$ cat src/common/gpp_pkg.sv
// Package with register map, field layout, reset values and modes for the GPIO port block.
package gpp_pkg;
	localparam int         PINS         = 8;
	localparam int         AW           = 4;
	localparam logic [3:0] OFS_DIR      = 4'h0;
	localparam logic [3:0] OFS_LATCH    = 4'h1;
	localparam logic [3:0] OFS_LEVEL    = 4'h2;
	localparam logic [3:0] OFS_IBG      = 4'h3;
	localparam logic [3:0] OFS_PULL     = 4'h4;
	localparam logic [3:0] OFS_OD       = 4'h5;
	localparam logic [3:0] OFS_FUNC     = 4'h6;
	localparam logic [3:0] OFS_PERSEL   = 4'h7;
	localparam logic [3:0] OFS_CFG      = 4'h8;
	localparam logic [7:0] RST_DIR      = 8'h00;
	localparam logic [7:0] RST_LATCH    = 8'h00;
	localparam logic [7:0] RST_IBG      = 8'h00;
	localparam logic [7:0] RST_PULL     = 8'h00;
	localparam logic [7:0] RST_OD       = 8'h00;
	localparam logic [7:0] RST_FUNC     = 8'h00;
	localparam logic [7:0] RST_PERSEL   = 8'h00;
	localparam logic [7:0] RST_CFG      = 8'h00;
	localparam int         CFG_LATCHRB  = 0;
	localparam int         FSEL_LSB     = 0;
	localparam int         FSEL_W       = 3;
	localparam logic [7:0] READ_ZERO    = 8'h00;

	typedef enum logic [1:0] {
		GPP_RB_PIN   = 2'b00,
		GPP_RB_LATCH = 2'b01
	} gpp_rb_mode_t;
endpackage : gpp_pkg

$ cat src/common/gpp_pad_if.sv
// Interface carrying the per-pin pad controls between the register core and the pad stage.
`timescale 1ns/1ps
interface gpp_pad_if #(parameter int PINS = 8);
	logic [PINS-1:0] dir;
	logic [PINS-1:0] latch;
	logic [PINS-1:0] od;
	logic [PINS-1:0] pull;
	logic [PINS-1:0] perip_oe;
	logic [PINS-1:0] perip_out;
	logic [PINS-1:0] pin_out;
	logic [PINS-1:0] pin_oe;
	logic [PINS-1:0] pull_on;

	modport core (output dir, output latch, output od, output pull, output perip_oe,
		output perip_out, input pin_out, input pin_oe, input pull_on);
	modport pad (input dir, input latch, input od, input pull, input perip_oe,
		input perip_out, output pin_out, output pin_oe, output pull_on);
endinterface : gpp_pad_if

$ cat src/design/gpp_pad_drive.sv
// Registered pad drive stage: output value, output enable and pull-up per pin.
`timescale 1ns/1ps
module gpp_pad_drive #(
	parameter int PINS = 8
) (
	input  wire logic mclk_i,
	input  wire logic rst_i,
	gpp_pad_if.pad    pad
);
	logic [PINS-1:0] drv;
	logic [PINS-1:0] val;

	// A pin drives when software made it an output or a routed peripheral drives it.
	assign drv = pad.dir | pad.perip_oe;
	assign val = (pad.perip_oe & pad.perip_out) | (~pad.perip_oe & pad.latch);

	always_ff @(posedge mclk_i or posedge rst_i) begin
		if (rst_i) begin
			pad.pin_out <= '0;
			pad.pin_oe  <= '0;
		end else begin
			// Open-drain pins keep the line low only, and release it for a one.
			pad.pin_out <= val & ~pad.od;
			pad.pin_oe  <= drv & ~(pad.od & val);
		end
	end

	always_ff @(posedge mclk_i or posedge rst_i) begin
		if (rst_i) begin
			pad.pull_on <= '0;
		end else begin
			pad.pull_on <= pad.pull & ~drv;
		end
	end
endmodule : gpp_pad_drive

$ cat src/design/gpp_in_gate.sv
// Input gating stage: pins reach peripheral inputs only when their buffer is enabled.
`timescale 1ns/1ps
module gpp_in_gate #(
	parameter int PINS = 8
) (
	input  wire logic            mclk_i,
	input  wire logic            rst_i,
	input  wire logic [PINS-1:0] pin_i,
	input  wire logic [PINS-1:0] gate_i,
	input  wire logic [PINS-1:0] idle_i,
	output logic      [PINS-1:0] sample_o,
	output logic      [PINS-1:0] perip_o
);
	always_ff @(posedge mclk_i or posedge rst_i) begin
		if (rst_i) begin
			sample_o <= '0;
		end else begin
			sample_o <= pin_i;
		end
	end

	// A closed gate gives the peripheral its idle level, so a floating pin is never seen.
	always_ff @(posedge mclk_i or posedge rst_i) begin
		if (rst_i) begin
			perip_o <= '0;
		end else begin
			perip_o <= (pin_i & gate_i) | (idle_i & ~gate_i);
		end
	end
endmodule : gpp_in_gate

$ cat src/design/gpp_port.sv
// Top of the GPIO port block: register file, function routing and pad control.
//
// Overview of operation
// - A direction bit of one makes the pin an output, zero an input.
// - All direction bits are zero after reset, so pins start as inputs.
// - The direction register reads back the last value written.
// - Reading the output latch returns the latch, never the pin level.
// - The pin level register is read only and returns sampled pins.
// - Optional variant: output pins read their latch through the pin level register.
// - The pull-up is forced off while the pin is an output.
// - Outputs are push-pull; an open-drain bit of one drives low only.
// - A function select register picks which pin carries a routed function.
// - Input buffer enables reset to zero, disconnecting pins from peripherals.
// - Peripheral outputs reach their pin without the input buffer enable.
`timescale 1ns/1ps
module gpp_port #(
	parameter int         PINS       = gpp_pkg::PINS,
	parameter logic [7:0] IDLE_LEVEL = 8'h00
) (
	input  wire logic                   mclk_i,
	input  wire logic                   rst_i,
	input  wire logic [gpp_pkg::AW-1:0] addr_i,
	input  wire logic [7:0]             wdata_i,
	input  wire logic                   wr_i,
	input  wire logic                   rd_i,
	output logic      [7:0]             rdata_o,
	input  wire logic [PINS-1:0]        pin_i,
	output logic      [PINS-1:0]        pin_o,
	output logic      [PINS-1:0]        pin_oe_o,
	output logic      [PINS-1:0]        pullup_o,
	input  wire logic [PINS-1:0]        perip_oe_i,
	input  wire logic [PINS-1:0]        perip_out_i,
	output logic      [PINS-1:0]        perip_in_o,
	output logic                        func_in_o
);
	logic [7:0]      pin_direction_r;
	logic [7:0]      output_latch_r;
	logic [7:0]      input_buffer_gate_r;
	logic [7:0]      pullup_enable_r;
	logic [7:0]      opendrain_select_r;
	logic [7:0]      pin_function_select_r;
	logic [7:0]      perip_sel_r;
	logic [7:0]      cfg_r;
	logic [PINS-1:0] sample;
	logic [PINS-1:0] gated;
	logic [7:0]      level_nxt;
	logic [7:0]      rdata_nxt;
	logic [2:0]      fsel;
	gpp_pkg::gpp_rb_mode_t rb_mode;

	gpp_pad_if #(.PINS(PINS)) pad ();

	function automatic logic wr_hit(input logic [gpp_pkg::AW-1:0] a,
		input logic [gpp_pkg::AW-1:0] ofs, input logic we);
		wr_hit = we && (a == ofs);
	endfunction : wr_hit

	// Direction register; written value is held and read back as is.
	always_ff @(posedge mclk_i or posedge rst_i) begin
		if (rst_i) begin
			pin_direction_r <= gpp_pkg::RST_DIR;
		end else if (wr_hit(addr_i, gpp_pkg::OFS_DIR, wr_i)) begin
			pin_direction_r <= wdata_i;
		end
	end

	always_ff @(posedge mclk_i or posedge rst_i) begin
		if (rst_i) begin
			output_latch_r <= gpp_pkg::RST_LATCH;
		end else if (wr_hit(addr_i, gpp_pkg::OFS_LATCH, wr_i)) begin
			output_latch_r <= wdata_i;
		end
	end

	always_ff @(posedge mclk_i or posedge rst_i) begin
		if (rst_i) begin
			input_buffer_gate_r <= gpp_pkg::RST_IBG;
		end else if (wr_hit(addr_i, gpp_pkg::OFS_IBG, wr_i)) begin
			input_buffer_gate_r <= wdata_i;
		end
	end

	always_ff @(posedge mclk_i or posedge rst_i) begin
		if (rst_i) begin
			pullup_enable_r <= gpp_pkg::RST_PULL;
		end else if (wr_hit(addr_i, gpp_pkg::OFS_PULL, wr_i)) begin
			pullup_enable_r <= wdata_i;
		end
	end

	always_ff @(posedge mclk_i or posedge rst_i) begin
		if (rst_i) begin
			opendrain_select_r <= gpp_pkg::RST_OD;
		end else if (wr_hit(addr_i, gpp_pkg::OFS_OD, wr_i)) begin
			opendrain_select_r <= wdata_i;
		end
	end

	always_ff @(posedge mclk_i or posedge rst_i) begin
		if (rst_i) begin
			pin_function_select_r <= gpp_pkg::RST_FUNC;
		end else if (wr_hit(addr_i, gpp_pkg::OFS_FUNC, wr_i)) begin
			pin_function_select_r <= wdata_i;
		end
	end

	// Pins whose output is handed to a peripheral; ANDed with the peripheral's own enable.
	always_ff @(posedge mclk_i or posedge rst_i) begin
		if (rst_i) begin
			perip_sel_r <= gpp_pkg::RST_PERSEL;
		end else if (wr_hit(addr_i, gpp_pkg::OFS_PERSEL, wr_i)) begin
			perip_sel_r <= wdata_i;
		end
	end

	always_ff @(posedge mclk_i or posedge rst_i) begin
		if (rst_i) begin
			cfg_r <= gpp_pkg::RST_CFG;
		end else if (wr_hit(addr_i, gpp_pkg::OFS_CFG, wr_i)) begin
			cfg_r <= wdata_i;
		end
	end

	assign pad.dir       = pin_direction_r[PINS-1:0];
	assign pad.latch     = output_latch_r[PINS-1:0];
	assign pad.od        = opendrain_select_r[PINS-1:0];
	assign pad.pull      = pullup_enable_r[PINS-1:0];
	assign pad.perip_oe  = perip_oe_i & perip_sel_r[PINS-1:0];
	assign pad.perip_out = perip_out_i;

	gpp_pad_drive #(.PINS(PINS)) u_drive (
		.mclk_i (mclk_i),
		.rst_i  (rst_i),
		.pad    (pad.pad)
	);

	assign pin_o    = pad.pin_out;
	assign pin_oe_o = pad.pin_oe;
	assign pullup_o = pad.pull_on;

	gpp_in_gate #(.PINS(PINS)) u_gate (
		.mclk_i   (mclk_i),
		.rst_i    (rst_i),
		.pin_i    (pin_i),
		.gate_i   (input_buffer_gate_r[PINS-1:0]),
		.idle_i   (IDLE_LEVEL[PINS-1:0]),
		.sample_o (sample),
		.perip_o  (gated)
	);

	assign perip_in_o = gated;

	// Routed function input taken from the selected pin, after its input gate.
	assign fsel = pin_function_select_r[gpp_pkg::FSEL_LSB +: gpp_pkg::FSEL_W];

	always_ff @(posedge mclk_i or posedge rst_i) begin
		if (rst_i) begin
			func_in_o <= 1'b0;
		end else begin
			func_in_o <= gated[fsel];
		end
	end

	assign rb_mode = cfg_r[gpp_pkg::CFG_LATCHRB] ? gpp_pkg::GPP_RB_LATCH : gpp_pkg::GPP_RB_PIN;

	always_comb begin
		level_nxt = gpp_pkg::READ_ZERO;
		case (rb_mode)
			gpp_pkg::GPP_RB_LATCH: begin
				level_nxt[PINS-1:0] = (pin_direction_r[PINS-1:0] & output_latch_r[PINS-1:0])
					| (~pin_direction_r[PINS-1:0] & sample);
			end
			default: begin
				level_nxt[PINS-1:0] = sample;
			end
		endcase
	end

	always_comb begin
		case (addr_i)
			gpp_pkg::OFS_DIR:    rdata_nxt = pin_direction_r;
			gpp_pkg::OFS_LATCH:  rdata_nxt = output_latch_r;
			gpp_pkg::OFS_LEVEL:  rdata_nxt = level_nxt;
			gpp_pkg::OFS_IBG:    rdata_nxt = input_buffer_gate_r;
			gpp_pkg::OFS_PULL:   rdata_nxt = pullup_enable_r;
			gpp_pkg::OFS_OD:     rdata_nxt = opendrain_select_r;
			gpp_pkg::OFS_FUNC:   rdata_nxt = pin_function_select_r;
			gpp_pkg::OFS_PERSEL: rdata_nxt = perip_sel_r;
			gpp_pkg::OFS_CFG:    rdata_nxt = cfg_r;
			default:             rdata_nxt = gpp_pkg::READ_ZERO;
		endcase
	end

	// Read data stand for exactly the cycle after the strobe and are zero otherwise.
	always_ff @(posedge mclk_i or posedge rst_i) begin
		if (rst_i) begin
			rdata_o <= gpp_pkg::READ_ZERO;
		end else if (rd_i) begin
			rdata_o <= rdata_nxt;
		end else begin
			rdata_o <= gpp_pkg::READ_ZERO;
		end
	end
endmodule : gpp_port

$ cat config.mk
export PLATFORM = sky130hd
export DESIGN_NAME = gpp_port
export DESIGN_NICKNAME = d
export VERILOG_FILES = /design/src/common/gpp_pkg.sv /design/src/common/gpp_pad_if.sv /design/src/design/gpp_pad_drive.sv /design/src/design/gpp_in_gate.sv /design/src/design/gpp_port.sv
export SDC_FILE = /design/constraint.sdc
export NUM_CORES = 1
export LEC_CHECK = 0
export BUFFER_PORTS_ARGS = -buffer_cell sky130_fd_sc_hd__buf_2
export CAP_MARGIN = 20
export CORE_MARGIN = 2
export CORE_UTILIZATION = 40
export CTS_BUF_LIST = sky130_fd_sc_hd__clkbuf_2
export DETAILED_ROUTE_END_ITERATION = 16
export PLACE_DENSITY = 0.64
export SYNTH_ARGS = -nofsm -noshare
export SYNTH_HDL_FRONTEND = slang
export SYNTH_SLANG_ARGS = --single-unit
$ cat constraint.sdc
create_clock -name mclk_i -period 5.31 [get_ports mclk_i]
set_input_delay 0.531 -clock mclk_i [delete_from_list [all_inputs] [get_ports mclk_i]]
set_output_delay 0.531 -clock mclk_i [all_outputs]
set_load 0.05 [all_outputs]
* Word-level counts from Yosys, hierarchy flattened
Index checks and enable logic that the tools add are counted.
** Storage, ports and cells
- Output and inout bits :: 41
- Register bits after elaboration :: 113
- Logic and storage cells :: 58
- Input bits :: 40
** Cells by class
- Bitwise gates (word level) :: 18
- Eq/ne operators :: 9
- Magnitude comparators :: 1
- Reductions and logical operators :: 9
- Muxes and demuxes :: 6
** Operators by type and width (number)
- $and 8x8->8 :: 10
- $pmux 8 s9 :: 1
- $not 8->8 :: 5
- $or 8x8->8 :: 3
- $eq 4x3->1 const B :: 4
- $mux 8 :: 2
- $eq 4x2->1 const B :: 2
- $logic_and 1x1->1 :: 8
- $eq 4x1->1 const B :: 1
- $eq 4x4->1 const B :: 1
- $logic_not 4->1 :: 1
- $lt 3x4->1 const B :: 1
- $bmux 1 s3 :: 1
- $mux 1 :: 2
- $eq 1x1->1 const B :: 1

* Logic depth before layout (Yosys ltp)
- Depth after elaboration :: 7
- Mapped depth :: 6
- Gate-level depth less buffers :: 4

* Modules after synthesis
A second synthesis with hierarchy kept.
** Second synthesis, totals
- Cell total of the unflattened synthesis :: 392
- Area total of the unflattened synthesis :: 5129.9 sq um
** By module, submodules not included
- gpp_port :: times used 1, seq. area each 1826.8 sq um, cells each 294, area each 3671.0 sq um
- gpp_pad_drive :: times used 1, seq. area each 600.6 sq um, cells each 73, area each 934.6 sq um
- gpp_in_gate :: times used 1, seq. area each 400.4 sq um, cells each 25, area each 524.3 sq um

* Worst setup path before layout
No wires, ideal clock.
- Kind :: input -> register
- Start point :: in addr_i[0] (netlist bit)
- End point :: reg perip_sel_r[0]
- Data required time :: 5.185 ns
- Stages :: 5
- Arrival time :: 1.588 ns
- Buffers on the path :: 2
- Setup slack :: 3.598 ns
- Cells stage by stage :: buf_4 -> buf_2 -> nand2_1 -> nor2_2 -> mux2_2
** On the way
- Longest elaborated chain between the ends :: 2
** Ends and longest elaborated chain
- from (decl) :: line gpp_port.sv:22 : input wire logic [gpp_pkg::AW-1:0] addr_i,
- $eq 4x3->1 :: line gpp_port.sv:55 : wr_hit = we && (a == ofs);
- $logic_and 1x1->1 :: line gpp_port.sv:55
- to (signal assigned) :: line gpp_port.sv:110 : perip_sel_r <= gpp_pkg::RST_PERSEL;
- to (signal assigned) :: line gpp_port.sv:112 : perip_sel_r <= wdata_i;
- to (decl) :: line gpp_port.sv:42 : logic [7:0] perip_sel_r;
No other way between the ends.
A chain may end at the register's enable or synchronous reset.

* Worst setup path in the final report
- Start point :: in addr_i[2] (netlist bit)
- End point :: reg opendrain_select_r[4]
** On the way
- Longest elaborated chain between the ends :: 2
** Ends and longest elaborated chain
- $eq 4x3->1 :: line gpp_port.sv:55
- $logic_and 1x1->1 :: line gpp_port.sv:55
- to (signal assigned) :: line gpp_port.sv:93 : opendrain_select_r <= gpp_pkg::RST_OD;
- to (signal assigned) :: line gpp_port.sv:95 : opendrain_select_r <= wdata_i;
- to (decl) :: line gpp_port.sv:40 : logic [7:0] opendrain_select_r;
No other way between the ends.

==> flow_summary_export.csv <==
group,metric,value,unit
timing,relSlewSlack,0.433,
synth,synthCells,369,
cells_and_area,final_cell_count_no_fill,623,
timing,fin_setup_tns,0,ns
cells_and_area,fin_nets,507,
clocking,cts_buffers,17,
timing,min_period_over_period,0.357,
synth,synth_flop_cell,"dfrtp_1",
synth,seq_area_frac_synth,0.576,
clocking,cts-htree-levels,4,
critical_path,critPathMaxStageDelay,0.60,ns
clocking,clk_latency,0.65,ns
synth,yosys_warnings,0,
synth,postSynth.asyncResetShare,1.00,
timing,maxSlewViolCount,0,
pwr,power.leakage,2.70,nW
critical_path,worstSetupPathType,"input port to flip-flop",
placement,io_buffers,80,
drt,drt_pass1_iterations,4,
grt,grt_pass1_wl,18.8,mm
hold_path,holdCritPathClass,"input port to flip-flop",
drt,num_vias,3355,
drt,dr.max_layer_used,"met4",
floorplanning,coreArea,0.0120,mm^2
grt,grt_pass1_vias,3385,
drt,route.layer.met1.wl,5.39,mm
run,cap_violations,0,
cells_and_area,diodes,0,
pwr,ir_drop,0.191,mV
clocking,cts_root_buf,"clkbuf_2",
synth,synth.ff_latch_count,113,
drt,route.met2.wl,5.65,mm
critical_path,start_kind,"input port",
drt,wl_per_cell,19.3,um
pwr,finalPower,2.36,mW
status,status,"complete, no violations",
timing,fmax,0.528,GHz
drt,ant_nets,0,
drt,drt_iter0_markers,166,
synth,syn_avg_cell_area,13.3,um^2
cells_and_area,final_cell_mix,"dfrtp_1, buf_2, mux2_2, nand2_1, mux2i_1",
clocking,cts_tree,"built",
grt,grt_overflow,0,
cells_and_area,layout_commonest_cell,"dfrtp_1",
synth,synth.net_count,409,
timing,rsz0062_at_grt,"no",
placement,dp_hpwl,8.05,mm
synth,synth.cell_area,0.00491,mm^2
critical_path,worstPathMaxFanout,23,
grt,grt_max_degree,67,
drt,wl,12.1,mm
synth,ys_types,37,
placement,place.gp.congestion,0.813,
critical_path,arrival,2.43,ns
clocking,path_clk_slew,0.15,ns
floorplanning,io_pins,81,
floorplanning,dieArea,0.0132,mm^2
clocking,clockBufferDepth,2,
timing,setup_viol,0,
pwr,power-per-cell-area,412,mW/mm^2
floorplanning,start_util,0.409,
drt,vias_per_cell,5.39,
drt,route.met3.wl,800,um
synth,synth_edf_count,0,
critical_path,cp_cell_sequence,"buf_2, and2b_1, nand2_2, nor2_2, mux2_2",
cells_and_area,drive_above_1_share,0.403,
placement,dp_slack,2.75,ns
floorplanning,row_count,40,
timing,skew,0.0197,ns
timing,timing.final.crit_period,1.89,ns
floorplanning,die_x,115,um
timing,finalHoldViolCount,0,
critical_path,cp.required,5.85,ns
cells_and_area,syn2layout_area_growth,16.9,%
grt,grt_usage,0.192,
critical_path,cp_slowest_cell,"nor2_2",
timing,worst_slack,3.42,ns
timing,timing.hold.ws,0.0633,ns
critical_path,end_kind,"flip-flop",
grt,antenna_found_initial,0,
clocking,cts_resized,0,
floorplanning,fp.dieH,115,um
timing,worst_slew_pin_slew,0.851,ns
clocking,cts_num_sinks,113,
placement,place_inst,586,
drt,drc,0,
==> path summary, 6_finish.rpt <==
check	startpoint	end	slack (ns)	cells after the start
setup / recovery	addr_i[2]	opendrain_select_r[4]	3.42	5
hold / removal	perip_out_i[1]	u_drive.pad.pin_oe[1]	0.06	2
min in group asynchronous	rst_i	u_gate.sample_o[0]	0.48	3
setup reg to reg	cfg_r[0]	rdata_o[6]	3.54	4
hold reg to reg	opendrain_select_r[4]	u_drive.pad.pin_out[4]	0.50	1
max in group asynchronous	rst_i	opendrain_select_r[4]	3.54	4
==> report_power, final <==
group / switching (mW) / internal, mW / leakage [nW]
combinational: 0.397 / 0.245 / 1.15
clock: 0.297 / 0.247 / 0.138
sequential: 0.141 / 1.04 / 1.41
total: 0.835 / 1.53 / 2.70
==> Yosys cell counts (5+ instances only) <==
library cell  instances  area share
mux4_2                5       0.023
nand2b_1              5      0.0064
and2_1               17       0.022
dfrtp_1             113        0.58
a31oi_1               7      0.0089
o32ai_1               5      0.0089
mux2i_1              25       0.051
buf_2                 6      0.0061
nor2_1               19       0.015
mux2_2               73        0.17
nor3b_1               8       0.012
nand2_1              26       0.020
buf_4                 5      0.0076
a21oi_1              13       0.013
==> layer usage <==
metal  GRT usage  up-vias
met5           0        -
met4      0.0675        0
met3      0.0596       16
met2       0.286      109
met1       0.270     1699
li1            -     1531
==> kinds of logic after synthesis <==
| family | after synthesis | share of synthesized area |
|---|---|---|
| flops | 113 | 0.576 |
| mux | 103 | 0.241 |
| simple gates | 98 | 0.109 |
| compound gates | 42 | 0.0576 |
| buf+inv | 13 | 0.0153 |
==> through the flow <==
step,util,instance area (um^2)
6_report,0.478,5740
5_1_grt,0.478,5740
4_1_cts,0.478,5740
3_5_place_dp,0.452,5430
3_3_place_gp,0.452,5430
2_1_floorplan,-,4910
==> critical path: cells and delay by family <==
kind          cells  cell delay, ns
buf+inv           1            0.41
mux               1            0.41
simple gates      3            1.06
==> final cells by class <==
type | count | area [um^2]
clock buffer | 18 | 90.1
clock inverter | 10 | 121
fill | 1122 | 6280
inverter | 2 | 10.0
multi-input combinational | 243 | 2000
sequential | 113 | 2830
tap | 147 | 184
timing repair buffer | 90 | 498
==> what timing repair did <==
item / 4_1_cts / 5_1_grt
endpoints found under the hold margin: 55 / 0
hold buffers: 9 / 0
setup buffers: 0 / 0
(Power assumes the default switching activity.)
